### src/rtl/omcs_regs.vh
// register layout, codes and timing constants of the fuse manual command sequencer
`ifndef OMCS_REGS_VH
`define OMCS_REGS_VH
// register select codes on the local register port
`define OMCS_SEL_PWR_REC      3'h0
`define OMCS_SEL_ACCESS       3'h1
`define OMCS_SEL_TICK_DIV     3'h2
`define OMCS_SEL_TIMING       3'h3
`define OMCS_SEL_COMMAND      3'h4
`define OMCS_SEL_STATUS       3'h5
// reset values
`define OMCS_RST_TRESR        7'h1d
`define OMCS_RST_TPSR         9'h12c
`define OMCS_RST_ACCESS       8'h00
`define OMCS_RST_TICK_DIV     8'h77
`define OMCS_RST_TPULSE       18'h00006
`define OMCS_RST_TRECOVERY    10'h007
`define OMCS_RST_THOLD        2'h0
`define OMCS_RST_TSETUP       2'h0
`define OMCS_RST_COMMAND      8'h00
`define OMCS_RST_STAGES       4'h0
`define OMCS_RST_CMD_CODE     4'h0
// field positions
`define OMCS_TRESR_HI         15
`define OMCS_TRESR_LO         9
`define OMCS_TPSR_HI          8
`define OMCS_TPSR_LO          0
`define OMCS_TPULSE_HI        31
`define OMCS_TPULSE_LO        14
`define OMCS_TREC_HI          13
`define OMCS_TREC_LO          4
`define OMCS_THOLD_HI         3
`define OMCS_THOLD_LO         2
`define OMCS_TSETUP_HI        1
`define OMCS_TSETUP_LO        0
`define OMCS_STAGES_HI        7
`define OMCS_STAGES_LO        4
`define OMCS_CMD_HI           3
`define OMCS_CMD_LO           0
`define OMCS_STG_SETUP        3
`define OMCS_STG_PULSE        2
`define OMCS_STG_HOLD         1
`define OMCS_STG_RECOVERY     0
// unlock key
`define OMCS_UNLOCK_KEY       8'h97
// command codes
`define OMCS_CMD_NOP          4'h0
`define OMCS_CMD_RESET        4'h1
`define OMCS_CMD_POWER_UP     4'h4
`define OMCS_CMD_POWER_DOWN   4'h5
`define OMCS_CMD_READ         4'h6
`define OMCS_CMD_WRITE        4'h7
`define OMCS_CMD_PROGRAM      4'h8
`define OMCS_CMD_COMPARE      4'h9
`define OMCS_CMD_PRECHARGE    4'ha
`define OMCS_CMD_AUX_UPDATE   4'hb
`define OMCS_CMD_WAIT         4'hd
`define OMCS_CMD_PGM_ASSIST   4'he
// reset recovery unit is four system clocks
`define OMCS_TRESR_UNIT_LOG2  2
`endif

### src/rtl/omcs_us_tick.v
// microsecond tick generator from the programmed divider
`include "omcs_regs.vh"
module omcs_us_tick (
   // clock and reset
   input  wire       clock,
   input  wire       sys_rst,
   input  wire       clk_en,
   // divider and tick
   input  wire [7:0] microsecond_divider,
   output reg        us_tick
);
   reg [7:0] cnt_r;

   // counts divider+1 cycles per tick
   always @(posedge clock or posedge sys_rst) begin
      if (sys_rst) begin
         cnt_r   <= 8'h00;
         us_tick <= 1'b0;
      end else if (clk_en) begin
         if (cnt_r >= microsecond_divider) begin
            cnt_r   <= 8'h00;
            us_tick <= 1'b1;
         end else begin
            cnt_r   <= cnt_r + 8'h01;
            us_tick <= 1'b0;
         end
      end
   end
endmodule // omcs_us_tick

### src/rtl/omcs_phase_timer.v
// loadable down counter that marks the last cycle of a phase
`include "omcs_regs.vh"
module omcs_phase_timer (
   // clock and reset
   input  wire        clock,
   input  wire        sys_rst,
   input  wire        clk_en,
   // control
   input  wire        load,
   input  wire [17:0] load_val,
   input  wire        step,
   // status
   output wire        expired
);
   reg [17:0] cnt_r;

   assign expired = (cnt_r == 18'h00000);

   // load value is the phase length minus one
   always @(posedge clock or posedge sys_rst) begin
      if (sys_rst) begin
         cnt_r <= 18'h00000;
      end else if (clk_en) begin
         if (load) begin
            cnt_r <= load_val;
         end else if (step && !expired) begin
            cnt_r <= cnt_r - 18'h00001;
         end
      end
   end
endmodule // omcs_phase_timer

### src/rtl/omcs_sequencer.v
// fuse memory manual command sequencer: registers, phase engine and macro strobes
`include "omcs_regs.vh"
module omcs_sequencer (
   // clock, reset, enable
   input  wire        clock,
   input  wire        sys_rst,
   input  wire        clk_en,
   // register port
   input  wire [2:0]  reg_sel,
   input  wire        reg_wr,
   input  wire [31:0] reg_wdata,
   output reg  [31:0] reg_rdata,
   // memory enable from control register
   input  wire        mem_enable,
   // memory macro strobes
   output reg  [3:0]  mem_cmd,
   output reg         mem_setup,
   output reg         mem_pulse,
   output reg         mem_hold,
   output reg         mem_recovery,
   // programming assist handoff
   output reg         assist_start,
   input  wire        assist_busy,
   // status
   output wire        seq_busy
);
   localparam [2:0] ST_IDLE     = 3'h0;
   localparam [2:0] ST_SETUP    = 3'h1;
   localparam [2:0] ST_PULSE    = 3'h2;
   localparam [2:0] ST_HOLD     = 3'h3;
   localparam [2:0] ST_RECOVERY = 3'h4;
   localparam [2:0] ST_RST_WAIT = 3'h5;
   localparam [2:0] ST_PWR_WAIT = 3'h6;
   localparam [2:0] ST_ASSIST   = 3'h7;

   // registers
   reg [6:0]  tresr_r;
   reg [8:0]  tpsr_r;
   reg [7:0]  access_r;
   reg [7:0]  tick_div_r;
   reg [17:0] tpulse_r;
   reg [9:0]  trecovery_r;
   reg [1:0]  thold_r;
   reg [1:0]  tsetup_r;
   reg [3:0]  stages_r;
   reg [3:0]  cmd_r;
   reg        start_r;

   // engine
   reg [2:0]  state_r;
   reg [2:0]  state_nxt;
   reg [3:0]  run_stages_r;
   reg [3:0]  run_cmd_r;
   reg        tmr_load;
   reg [17:0] tmr_val;
   reg        tmr_step;
   wire       tmr_expired;
   wire       us_tick;

   wire unlocked = (access_r == `OMCS_UNLOCK_KEY);
   wire cmd_write = reg_wr && (reg_sel == `OMCS_SEL_COMMAND);

   assign seq_busy = (state_r != ST_IDLE) || start_r;

   omcs_us_tick u_tick (
      .clock               (clock),
      .sys_rst             (sys_rst),
      .clk_en              (clk_en),
      .microsecond_divider (tick_div_r),
      .us_tick             (us_tick)
   );

   omcs_phase_timer u_timer (
      .clock    (clock),
      .sys_rst  (sys_rst),
      .clk_en   (clk_en),
      .load     (tmr_load),
      .load_val (tmr_val),
      .step     (tmr_step),
      .expired  (tmr_expired)
   );

   // register writes
   always @(posedge clock or posedge sys_rst) begin
      if (sys_rst) begin
         tresr_r     <= `OMCS_RST_TRESR;
         tpsr_r      <= `OMCS_RST_TPSR;
         access_r    <= `OMCS_RST_ACCESS;
         tick_div_r  <= `OMCS_RST_TICK_DIV;
         tpulse_r    <= `OMCS_RST_TPULSE;
         trecovery_r <= `OMCS_RST_TRECOVERY;
         thold_r     <= `OMCS_RST_THOLD;
         tsetup_r    <= `OMCS_RST_TSETUP;
         stages_r    <= `OMCS_RST_STAGES;
         cmd_r       <= `OMCS_RST_CMD_CODE;
         start_r     <= 1'b0;
      end else if (clk_en) begin
         if (state_r == ST_IDLE) begin
            start_r <= 1'b0;
         end
         if (reg_wr) begin
            if (reg_sel == `OMCS_SEL_PWR_REC) begin
               tresr_r <= reg_wdata[`OMCS_TRESR_HI:`OMCS_TRESR_LO];
               tpsr_r  <= reg_wdata[`OMCS_TPSR_HI:`OMCS_TPSR_LO];
            end else if (reg_sel == `OMCS_SEL_ACCESS) begin
               access_r <= reg_wdata[7:0];
            end else if (reg_sel == `OMCS_SEL_TICK_DIV) begin
               tick_div_r <= reg_wdata[7:0];
            end else if (reg_sel == `OMCS_SEL_TIMING) begin
               tpulse_r    <= reg_wdata[`OMCS_TPULSE_HI:`OMCS_TPULSE_LO];
               trecovery_r <= reg_wdata[`OMCS_TREC_HI:`OMCS_TREC_LO];
               thold_r     <= reg_wdata[`OMCS_THOLD_HI:`OMCS_THOLD_LO];
               tsetup_r    <= reg_wdata[`OMCS_TSETUP_HI:`OMCS_TSETUP_LO];
            end else if (reg_sel == `OMCS_SEL_COMMAND) begin
               stages_r <= reg_wdata[`OMCS_STAGES_HI:`OMCS_STAGES_LO];
               cmd_r    <= reg_wdata[`OMCS_CMD_HI:`OMCS_CMD_LO];
            end
         end
         // writes while busy or locked store the value but start nothing
         if (cmd_write && unlocked && state_r == ST_IDLE && !start_r) begin
            start_r <= 1'b1;
         end
      end
   end

   // register reads
   always @* begin
      reg_rdata = 32'h00000000;
      if (reg_sel == `OMCS_SEL_PWR_REC) begin
         reg_rdata[`OMCS_TRESR_HI:`OMCS_TRESR_LO] = tresr_r;
         reg_rdata[`OMCS_TPSR_HI:`OMCS_TPSR_LO]   = tpsr_r;
      end else if (reg_sel == `OMCS_SEL_ACCESS) begin
         reg_rdata[7:0] = access_r;
      end else if (reg_sel == `OMCS_SEL_TICK_DIV) begin
         reg_rdata[7:0] = tick_div_r;
      end else if (reg_sel == `OMCS_SEL_TIMING) begin
         reg_rdata[`OMCS_TPULSE_HI:`OMCS_TPULSE_LO] = tpulse_r;
         reg_rdata[`OMCS_TREC_HI:`OMCS_TREC_LO]     = trecovery_r;
         reg_rdata[`OMCS_THOLD_HI:`OMCS_THOLD_LO]   = thold_r;
         reg_rdata[`OMCS_TSETUP_HI:`OMCS_TSETUP_LO] = tsetup_r;
      end else if (reg_sel == `OMCS_SEL_COMMAND) begin
         reg_rdata[`OMCS_STAGES_HI:`OMCS_STAGES_LO] = stages_r;
         reg_rdata[`OMCS_CMD_HI:`OMCS_CMD_LO]       = cmd_r;
      end else if (reg_sel == `OMCS_SEL_STATUS) begin
         reg_rdata[2:0] = state_r;
         reg_rdata[3]   = seq_busy;
         reg_rdata[4]   = unlocked;
      end
   end

   // first enabled phase at or after a given position, in fixed order
   function [2:0] next_phase;
      input [3:0] stg;
      input [2:0] from;
      begin
         if (from <= ST_SETUP && stg[`OMCS_STG_SETUP]) begin
            next_phase = ST_SETUP;
         end else if (from <= ST_PULSE && stg[`OMCS_STG_PULSE]) begin
            next_phase = ST_PULSE;
         end else if (from <= ST_HOLD && stg[`OMCS_STG_HOLD]) begin
            next_phase = ST_HOLD;
         end else if (from <= ST_RECOVERY && stg[`OMCS_STG_RECOVERY]) begin
            next_phase = ST_RECOVERY;
         end else begin
            next_phase = ST_IDLE;
         end
      end
   endfunction

   // phase length minus one for a state
   function [17:0] phase_len;
      input [2:0] st;
      begin
         if (st == ST_SETUP) begin
            phase_len = {16'h0000, tsetup_r};
         end else if (st == ST_PULSE) begin
            phase_len = tpulse_r;
         end else if (st == ST_HOLD) begin
            phase_len = {16'h0000, thold_r};
         end else if (st == ST_RECOVERY) begin
            phase_len = {8'h00, trecovery_r};
         end else begin
            phase_len = 18'h00000;
         end
      end
   endfunction

   // where a finished command goes: reset and power-up add a recovery wait
   function [2:0] after_cmd;
      input [3:0] c;
      begin
         if (c == `OMCS_CMD_RESET) begin
            after_cmd = ST_RST_WAIT;
         end else if (c == `OMCS_CMD_POWER_UP) begin
            after_cmd = ST_PWR_WAIT;
         end else begin
            after_cmd = ST_IDLE;
         end
      end
   endfunction

   reg [2:0] nph;
   always @* begin
      state_nxt = state_r;
      tmr_load  = 1'b0;
      tmr_val   = 18'h00000;
      tmr_step  = 1'b1;
      nph       = ST_IDLE;
      case (state_r)
         ST_IDLE: begin
            if (start_r) begin
               if (cmd_r == `OMCS_CMD_PGM_ASSIST) begin
                  state_nxt = ST_ASSIST;
               end else begin
                  nph = next_phase(stages_r, ST_SETUP);
                  if (nph == ST_IDLE) begin
                     state_nxt = after_cmd(cmd_r);
                  end else begin
                     state_nxt = nph;
                  end
                  tmr_load = 1'b1;
                  if (nph == ST_IDLE && cmd_r == `OMCS_CMD_RESET) begin
                     tmr_val = {9'h000, tresr_r, 2'h3};
                  end else if (nph == ST_IDLE && cmd_r == `OMCS_CMD_POWER_UP) begin
                     tmr_val = {9'h000, tpsr_r};
                  end else begin
                     tmr_val = phase_len(nph);
                  end
               end
            end
         end
         ST_SETUP, ST_PULSE, ST_HOLD, ST_RECOVERY: begin
            if (tmr_expired) begin
               nph = next_phase(run_stages_r, state_r + 3'h1);
               if (nph == ST_IDLE) begin
                  state_nxt = after_cmd(run_cmd_r);
               end else begin
                  state_nxt = nph;
               end
               tmr_load = 1'b1;
               if (nph == ST_IDLE && run_cmd_r == `OMCS_CMD_RESET) begin
                  // (tresr+1)*4 cycles, loaded as count minus one
                  tmr_val = {9'h000, tresr_r, 2'h3};
               end else if (nph == ST_IDLE && run_cmd_r == `OMCS_CMD_POWER_UP) begin
                  tmr_val = {9'h000, tpsr_r};
               end else begin
                  tmr_val = phase_len(nph);
               end
            end
         end
         ST_RST_WAIT: begin
            if (tmr_expired) begin
               state_nxt = ST_IDLE;
            end
         end
         ST_PWR_WAIT: begin
            // counted in microsecond ticks, one extra tick covers the partial first
            tmr_step = us_tick;
            if (tmr_expired && us_tick) begin
               state_nxt = ST_IDLE;
            end
         end
         ST_ASSIST: begin
            // no phase timings are passed to the assist engine; back to idle once assist_busy is low after the start pulse
            if (!assist_busy && !assist_start) begin
               state_nxt = ST_IDLE;
            end
         end
         default: begin
            state_nxt = ST_IDLE;
         end
      endcase
   end

   always @(posedge clock or posedge sys_rst) begin
      if (sys_rst) begin
         state_r      <= ST_IDLE;
         run_stages_r <= 4'h0;
         run_cmd_r    <= `OMCS_CMD_NOP;
         assist_start <= 1'b0;
      end else if (clk_en) begin
         state_r      <= state_nxt;
         assist_start <= (state_r == ST_IDLE) && (state_nxt == ST_ASSIST);
         if (state_r == ST_IDLE && start_r) begin
            run_stages_r <= stages_r;
            run_cmd_r    <= cmd_r;
         end
      end
   end

   // macro strobes; wait and no-op keep every input inactive
   // run_cmd_r still holds the previous command on the edge that enters the first phase
   wire [3:0] eff_cmd   = run_cmd_nxt_sel(state_r, cmd_r, run_cmd_r);
   wire       strobe_ok = mem_enable && (eff_cmd != `OMCS_CMD_WAIT) && (eff_cmd != `OMCS_CMD_NOP);
   always @(posedge clock or posedge sys_rst) begin
      if (sys_rst) begin
         mem_cmd      <= `OMCS_CMD_NOP;
         mem_setup    <= 1'b0;
         mem_pulse    <= 1'b0;
         mem_hold     <= 1'b0;
         mem_recovery <= 1'b0;
      end else if (clk_en) begin
         mem_cmd      <= (strobe_ok && state_nxt >= ST_SETUP && state_nxt <= ST_RECOVERY) ?
                         run_cmd_nxt_sel(state_r, cmd_r, run_cmd_r) : `OMCS_CMD_NOP;
         mem_setup    <= strobe_ok && (state_nxt == ST_SETUP);
         mem_pulse    <= strobe_ok && (state_nxt == ST_PULSE);
         mem_hold     <= strobe_ok && (state_nxt == ST_HOLD);
         mem_recovery <= strobe_ok && (state_nxt == ST_RECOVERY);
      end
   end

   // command seen by the macro: the one latched this cycle when leaving idle
   function [3:0] run_cmd_nxt_sel;
      input [2:0] st;
      input [3:0] c_new;
      input [3:0] c_run;
      begin
         run_cmd_nxt_sel = (st == ST_IDLE) ? c_new : c_run;
      end
   endfunction
endmodule // omcs_sequencer

### config.mk
export PLATFORM = sky130hd
export DESIGN_NAME = omcs_sequencer
export DESIGN_NICKNAME = d
export VERILOG_FILES = /design/src/rtl/omcs_us_tick.v /design/src/rtl/omcs_phase_timer.v /design/src/rtl/omcs_sequencer.v
export VERILOG_INCLUDE_DIRS = /design/src /design/src/rtl
export SDC_FILE = /design/constraint.sdc
export NUM_CORES = 1
export LEC_CHECK = 0
export BUFFER_PORTS_ARGS = -buffer_cell sky130_fd_sc_hd__buf_2
export CORE_MARGIN = 5
export CORE_UTILIZATION = 55
export CTS_CLUSTER_SIZE = 20
export DETAILED_ROUTE_END_ITERATION = 10
export MAX_ROUTING_LAYER = met4
export PLACE_DENSITY = 0.77
export SKIP_CTS_REPAIR_TIMING = 1
export SYNTH_ARGS = -nofsm -noshare
export SYNTH_HDL_FRONTEND = slang
export SYNTH_SLANG_ARGS = --single-unit
### constraint.sdc
create_clock -name clock -period 10.4 [get_ports clock]
set_input_delay 1.56 -clock clock [delete_from_list [all_inputs] [get_ports clock]]
set_output_delay 1.56 -clock clock [all_outputs]
set_load 0.005 [all_outputs]
# Word level (Yosys, flattened, before mapping)
# Cells that the tools add are included.
[totals]
input_bits = 41
ff_bits = 120
output_inout_bits = 42
[classes]
reduce_logical = 48
addsub = 3
mux = 66
bitwise_logic = 4
n_eq_ne = 32
magnitude_cmp = 7
[op_table]
columns = ["op", "n"]
rows = [
  ["$mux W18", 13],
  ["$mux W3", 26],
  ["$mux W24", 3],
  ["$mux W10", 4],
  ["$pmux W18 S2", 1],
  ["$mux W16", 2],
  ["$mux W8", 4],
  ["$eq A3 B2 Y1 const B", 10],
  ["$eq A3 B3 Y1 const B", 10],
  ["$logic_and A1 B1 Y1", 25],
  ["$logic_not A18 Y1", 1],
  ["$sub A18 B1 Y18 const B", 1],
  ["$eq A3 B1 Y1 const B", 5],
  ["$pmux W3 S5", 1],
  ["$logic_not A3 Y1", 4],
  ["$mux W5", 2],
  ["$add A8 B1 Y8 const B", 1],
  ["$eq A4 B1 Y1 const B", 2],
  ["$eq A4 B3 Y1 const B", 2],
  ["$eq A8 B8 Y1 const B", 1],
  ["$ge A8 B8 Y1", 1],
  ["$mux W4", 2],
  ["$mux W1", 7],
  ["$reduce_and A7 Y1", 1],
  ["20 further kinds", 31],
]

# Longest topological paths before layout
# Gate-level depths: netlist of run 1.
[depth]
ltp_word = 19
mapped_depth = 11

# Hierarchy
# A second synthesis of run 1 with hierarchy kept.
[unflattened]
hier_cells = 756
area_unflattened_um2 = 7442.1
[by_module_without_submodules]
columns = ["module", "instances", "area_per_inst_um2", "cells_per_inst"]
rows = [
  ["omcs_sequencer", 1, 5401.4, 522],
  ["omcs_phase_timer", 1, 1322.5, 156],
  ["omcs_us_tick", 1, 718.2, 78],
]

# Worst setup path after synthesis of run 1
# Ideal clock, no wire load.
[synth_path]
kind = "input to output"
from = "input port reg_sel[1]"
to = "output port reg_rdata[10]"
t_arrival_ns = 2.704
setup_slack_ns = 6.136
n_path_buf = 2
required_time_ns = 8.840
path_stages = 6
cell_sequence = "clkbuf_1 inv_1 nor2_1 clkbuf_1 a22oi_1 nor2_1"
[synth_between]
elab_chain_cells = 5
[synth_rtl]
columns = ["element", "line", "text"]
rows = [
  ["from (decl)", "omcs_sequencer.v:9", "input wire [2:0] reg_sel,"],
  ["$eq A3 B2 Y1 (no line)", "n/a", ""],
  ["$mux W24", "omcs_sequencer.v:136", "end else if (reg_sel == `OMCS_SEL_TIMING) begin"],
  ["$mux W24", "omcs_sequencer.v:134", "end else if (reg_sel == `OMCS_SEL_TICK_DIV) begin"],
  ["$mux W24", "omcs_sequencer.v:132", "end else if (reg_sel == `OMCS_SEL_ACCESS) begin"],
  ["$mux W16 (*)", "omcs_sequencer.v:129", "if (reg_sel == `OMCS_SEL_PWR_REC) begin"],
  ["to (decl)", "omcs_sequencer.v:12", "output reg [31:0] reg_rdata,"],
]
# Every way passes the cells marked *; elsewhere a longest branch is shown, timed or not.

# Worst setup path in the final report of run 1
[layout_path]
from = "input port reg_sel[0]"
to = "output port reg_rdata[9]"
# The elaborated chain is that of the path after synthesis.

==> results of run 1 <==
-- final timing paths --
check	depth (start not counted)	start	to	slack (ns)
setup / recovery	7	reg_sel[0]	reg_rdata[9]	5.64
hold / removal	1	mem_hold	mem_hold	0.49
setup reg to reg	8	u_timer.cnt_r[0]	u_timer.cnt_r[6]	6.29
hold reg to reg	1	mem_hold	mem_hold	0.49
max in group asynchronous	3	sys_rst	assist_start	7.85
min in group asynchronous	2	sys_rst	tick_div_r[7]	1.29
-- layer usage --
metal / share of wire / routed length (um)
met1: 0.45 / 9450
met2: 0.46 / 9710
met5: 0 / 0
met3: 0.071 / 1490
met4: 0.020 / 418
-- state kept, by name, indices dropped and copies added, names as in the netlist, 2 cells and up --
name           flops
run_stages_r       4
u_timer.cnt_r     18
trecovery_r       10
cmd_r              4
tick_div_r         8
access_r           8
mem_cmd            4
stages_r           4
tpulse_r          18
tpsr_r             9
tresr_r            7
u_tick.cnt_r       8
run_cmd_r          4
thold_r            2
state_r            3
tsetup_r           2
-- cell type report --
class	instances	area, um2	share of cell area
timing repair buffer	88	455	0.0536
tap	176	220	0.0259
multi-input combinational	576	4070	0.478
antenna	1	2.50	0.000294
inverter	26	100	0.0118
clock buffer	17	425	0.0501
clock inverter	15	203	0.0239
sequential	120	3030	0.356
-- synth_stat cells (all sizes together), types with 3 or more instances --
cell type	count	area [um2]
mux4	5	113
nand2b	14	87.6
a22o	7	61.3
nor3	22	110
o22ai	11	68.8
dfstp	19	499
o31ai	4	43.8
and2	7	45.1
nor4	14	115
a21oi	42	210
dfrtp	101	2530
mux2	75	845
nand3b	3	22.5
clkbuf	33	124
nor3b	3	22.5
o2bb2ai	12	105
a221oi	9	78.8
ha	16	200
or2	6	37.5
buf	9	40.0
nor2b	10	62.6
a21o	7	52.6
mux2i	7	70.1
o21ai	52	260
or3	9	57.6
or4	6	48.8
xnor2	5	43.8
inv	25	93.8
nand3	23	115
nor2	48	183
nand2	58	218
and3	24	150
a31oi	9	56.3
nand4	3	18.8
a22oi	27	208
o211ai	3	22.5
-- power by group --
part | leakage, nW | internal [mW] | total, mW | switching [mW]
clock | 0.303 | 0.401 | 0.626 | 0.225
sequential | 1.47 | 0.605 | 0.782 | 0.177
combinational | 1.92 | 0.316 | 0.706 | 0.390
-- cells by family after synthesis --
| kind of cell | synth area share |
|---|---|
| AO/OA/AOI/OAI | 0.194 |
| adder cells (fa/ha/maj) | 0.0273 |
| AND/OR/NAND/NOR | 0.184 |
| multiplexers | 0.140 |
| buffers and inverters | 0.0356 |
| XOR/XNOR | 0.00716 |
| flip-flops | 0.412 |
-- worst max-delay path: stages --
cell	delay (ns)
buf_2	0.41
clkinv_1	0.38
nor2_1	0.20
buf_4	0.26
a22oi_1	0.10
nor2_1	0.15
buf_2	0.13
-- metrics by stage --
| step | util | setup slack (ns) |
|---|---|---|
| 2_1_floorplan | - | 5.69 |
| 3_3_place_gp | 0.596 | 5.77 |
| 3_5_place_dp | 0.596 | 5.69 |
| 4_1_cts | 0.644 | 5.68 |
| 5_1_grt | 0.644 | 5.47 |
| 6_report | 0.644 | 5.64 |
-- layout by cell type, fill, tap and decap left out, types with 4 or more instances in the layout --
master	count
and2_1	6
a221oi_1	9
nor2b_1	10
ha_1	16
or4_1	5
nand2b_1	14
inv_1	24
clkinv_4	5
buf_2	82
mux4_2	5
nor3_1	22
o21ai_0	51
a22o_1	7
nand2_1	58
bufinv_16	4
nor2_1	47
a21oi_1	42
dfstp_2	19
nand3_1	23
or3_1	8
or2_2	6
a21o_1	7
mux2_2	75
buf_4	6
o22ai_1	11
dfrtp_1	101
nor4_1	9
mux2i_1	7
and3_1	24
a31oi_1	9
xnor2_1	5
clkbuf_16	17
o2bb2ai_1	12
nor4_2	4
a22oi_1	26
==> results.json, run 1 <==
{
  "status": "finished, final reports clean",
  "use_met2": 0.405,
  "final_layout_size_suffix_gt1_frac": 0.286,
  "crit_fanout": 24,
  "clock_latency_ns": 0.42,
  "grt-busiest-layer": "met2",
  "syn_to_final_growth_pct": 15.8,
  "num_vias": 6549,
  "cts_sinks": 120,
  "setup_tns_ns": 0,
  "grt.met3_usage": 0.0588,
  "synth.avg_cell_area_um2": 9.61,
  "initialDrtViolationCount": 802,
  "required_ns": 8.84,
  "nFillCells": 1056,
  "dp_cells": 986,
  "grt_max_degree": 67,
  "die_w_um": 126,
  "groute.usage.overall": 0.275,
  "syn_area_mm2": 0.00734,
  "die_area_mm2": 0.0158,
  "vdd_ir_drop_max_mv": 0.144,
  "top_level_ports": 83,
  "drc": 0,
  "die_y_um": 126,
  "fin_nets": 886,
  "fp-row-count": 42,
  "fin_total_pwr_mw": 2.11,
  "cts_inserted_buffers": 17,
  "fin_area_mm2": 0.00850,
  "worstMarginPinSlew_ns": 1.15,
  "overflow": 0,
  "setup_viol_count_final": 0,
  "fmax_mhz": 210,
  "ys_async_sr_fraction": 1.00,
  "met1_usage": 0.383,
  "hold_ws_ns": 0.485,
  "antenna_found_initial": 1,
  "cts_max_path_buffers": 2,
  "critPathCaptureType": "primary output",
  "firstDrtPassIters": 6,
  "maxSlewHeadroom": 0.226,
  "synth_seq_cells": 120,
  "ctsHtreeMaxLevel": 4,
  "critPathLaunchType": "primary input",
  "grt_pass1_vias": 6463,
  "core_area_mm2": 0.0132,
  "portBuffers": 82,
  "hold_violations": 0,
  "maxCapViolCount": 0,
  "dp_hpwl_um": 15000,
  "power_density_mw_per_mm2": 249,
  "avgViaCountPerCell": 6.43,
  "gp_congestion": 0.968,
  "postSynthCellCount": 764,
  "synthFlopType": "dfrtp_1",
  "power.leakage_nw": 3.70,
  "synth-edff-count": 0,
  "initial_core_util": 0.557,
  "cts_tree": "built",
  "wirelength_um": 21100,
  "clkTransAtPathRegs_ns": 0.06,
  "root_buffer": "clkbuf_16",
  "final-instance-count-excl-fill": 1019,
  "syn-num-nets": 821,
  "hold_class": "register to register",
  "worst-setup-path-type": "primary input to primary output",
  "period_share": 0.457,
  "yosysWarningCount": 0,
  "rsz0062_at_grt": "false",
  "ant_nets": 0,
  "grt_pass1_wl_um": 34200,
  "wl_per_cell_um": 20.7,
  "placed_cell_area_mm2": 0.00787,
  "slew_viol_final": 0,
  "critPathArrivalTime_ns": 3.20,
  "synth.distinct_cells": 72,
  "seq_area_frac_synth": 0.412,
  "fin_skew_ns": 0.00495,
  "fin_crit_ns": 4.76
}
(Power assumes the default switching activity.)
==> run 2, diff against run 1 <==
- clock period: 10.4 -> 4.5 ns (I/O delays scaled with it)
==> run 2 against run 1 <==
  * Clock-buffer cell count increased by 2
  * Die area unchanged
  * Non-clock buffer count increased by 9
  * Worst hold slack got worse by 0.14 ns
  * Critical path depth increased by 3
  * Critical path type is now register to register
  * Largest cell class unchanged
  * Cell area unchanged
  * Routed wire length increased by 1.1%
==> results.json, run 2 (synthesis gave the netlist of run 1 again) <==
{
  "fin_crit_ns": 3.44,
  "critPathLaunchType": "register",
  "vdd_ir_drop_max_mv": 0.482,
  "layout_commonest_cell": "dfrtp_1",
  "ant_nets": 0,
  "seqCellArea_mm2": 0.00303,
  "intPower_mw": 2.87,
  "root_buffer": "clkbuf_16",
  "wl_per_cell_um": 20.7,
  "combPwrFrac": 0.352,
  "worstMarginPinSlew_ns": 1.14,
  "portBuffers": 82,
  "setup_viol_count_final": 0,
  "avgViaCountPerCell": 6.46,
  "die_w_um": 126,
  "firstDrtPassIters": 5,
  "initial_core_util": 0.557,
  "maxCapViolCount": 0,
  "reg2reg_to": "u_timer.cnt_r[6]",
  "grt_pass1_wl_um": 35300,
  "clkTransAtPathRegs_ns": 0.06,
  "status": "finished, final reports clean",
  "power.leakage_nw": 3.70,
  "fp-row-count": 42,
  "ctsHtreeMaxLevel": 4,
  "period_share": 0.764,
  "nFillCells": 1070,
  "drc": 0,
  "gp_congestion": 0.959,
  "maxSlewHeadroom": 0.232,
  "power_density_mw_per_mm2": 555,
  "syn_to_final_growth_pct": 15.8,
  "worst-setup-path-type": "register to register",
  "grt_pass1_vias": 6666,
  "required_ns": 4.81,
  "groute.usage.overall": 0.285,
  "final_layout_size_suffix_gt1_frac": 0.294,
  "initialDrtViolationCount": 816,
  "antenna_found_initial": 0,
  "reg.largest.list": "tpulse_r (18), u_timer.cnt_r (18), trecovery_r (10)",
  "slew_viol_final": 0,
  "cts_max_path_buffers": 2,
  "r2r_start": "u_timer.cnt_r[0]",
  "die_y_um": 126,
  "core_area_mm2": 0.0132,
  "diodes": 0,
  "clock_latency_ns": 0.43,
  "overflow": 0,
  "ff2ff_path_depth": 10,
  "placed_cell_area_mm2": 0.00795,
  "hold_violations": 0,
  "fin_nets": 895,
  "p_clk_frac": 0.266,
  "switchingPower_mw": 1.84,
  "p_seq_frac": 0.382,
  "reg2reg_slack_ns": 1.06,
  "num_vias": 6638,
  "setup_tns_ns": 0,
  "cts_tree": "built",
  "critPathArrivalTime_ns": 3.75,
  "cts_inserted_buffers": 17,
  "die_area_mm2": 0.0158,
  "swShare": 0.391,
  "wirelength_um": 21300,
  "dp_hpwl_um": 15500,
  "hold_class": "primary input to asynchronous set/reset pin",
  "critPathCaptureType": "register",
  "cts_sinks": 120,
  "layout_common_cells": "dfrtp_1 (101), buf_2 (82), mux2_2 (75), nand2_1 (58), o21ai_0 (51)",
  "rsz0062_at_grt": "false",
  "fin_area_mm2": 0.00850,
  "top_level_ports": 83,
  "grt_max_degree": 58,
  "fin_total_pwr_mw": 4.71,
  "multi_input_area_mm2": 0.00407,
  "fmax_mhz": 291,
  "crit_fanout": 23,
  "fin_skew_ns": 0.00816
}
[run 2: power groups by stage]
stage	registers [mW]	logic [mW]	clock network, mW
after floorplan	1.62	1.30	0
after global placement	1.77	1.58	0
after detailed placement	1.80	1.63	0
after CTS	1.78	1.64	1.27
after global routing	1.84	1.86	1.32
final	1.80	1.66	1.25
[run 2: area by class of cell]
cell class / instances / share of cell area
multi-input cells: 576 / 0.478
flip-flops and latches: 120 / 0.356
repair buffers: 97 / 0.0630
clock buffers: 19 / 0.0533
well taps: 176 / 0.0259
inverters: 26 / 0.0118
clock inverters: 13 / 0.0115
[run 2: per-stage QoR]
stage                      util  worst slack, ns  instances  hold WS (ns)
after CTS                 0.644             1.12       1027         0.381
after floorplan               -            0.671        764         0.441
after detailed placement  0.603             1.13        995         0.483
after global placement    0.603             1.29        995         0.468
after global routing      0.644            0.778       1027         0.430
final                     0.644             1.06       1027         0.348
[run 2: worst max-delay path: stages (launching register included)]
cell,delay [ns]
dfrtp_1,0.41
inv_1,0.09
ha_1,0.19
or3b_2,0.48
nor3_1,0.43
nand3_1,0.24
buf_4,0.24
nand2_1,0.07
buf_4,0.25
o21ai_1,0.43
o32a_1,0.48
[run 2: routing by layer]
metal  vias to the layer above  share of wire  global-route usage
li1                       3018              -                   -
met1                      3285           0.44               0.397
met2                       290           0.47               0.421
met3                        45          0.076              0.0614
met4                         0          0.021              0.0861
met5                         -              0                   -
[run 2: worst max-delay path by stage]
stage,start,slack (ns),to,depth (start not counted)
floorplan,sys_rst,0.67,access_r[0],1
global placement,u_timer.cnt_r[0],1.29,u_timer.cnt_r[6],10
detailed placement,state_r[0],1.13,u_timer.cnt_r[10],10
CTS,u_timer.cnt_r[0],1.12,u_timer.cnt_r[6],10
global route,u_timer.cnt_r[0],0.78,u_timer.cnt_r[11],11
finish,u_timer.cnt_r[0],1.06,u_timer.cnt_r[6],10
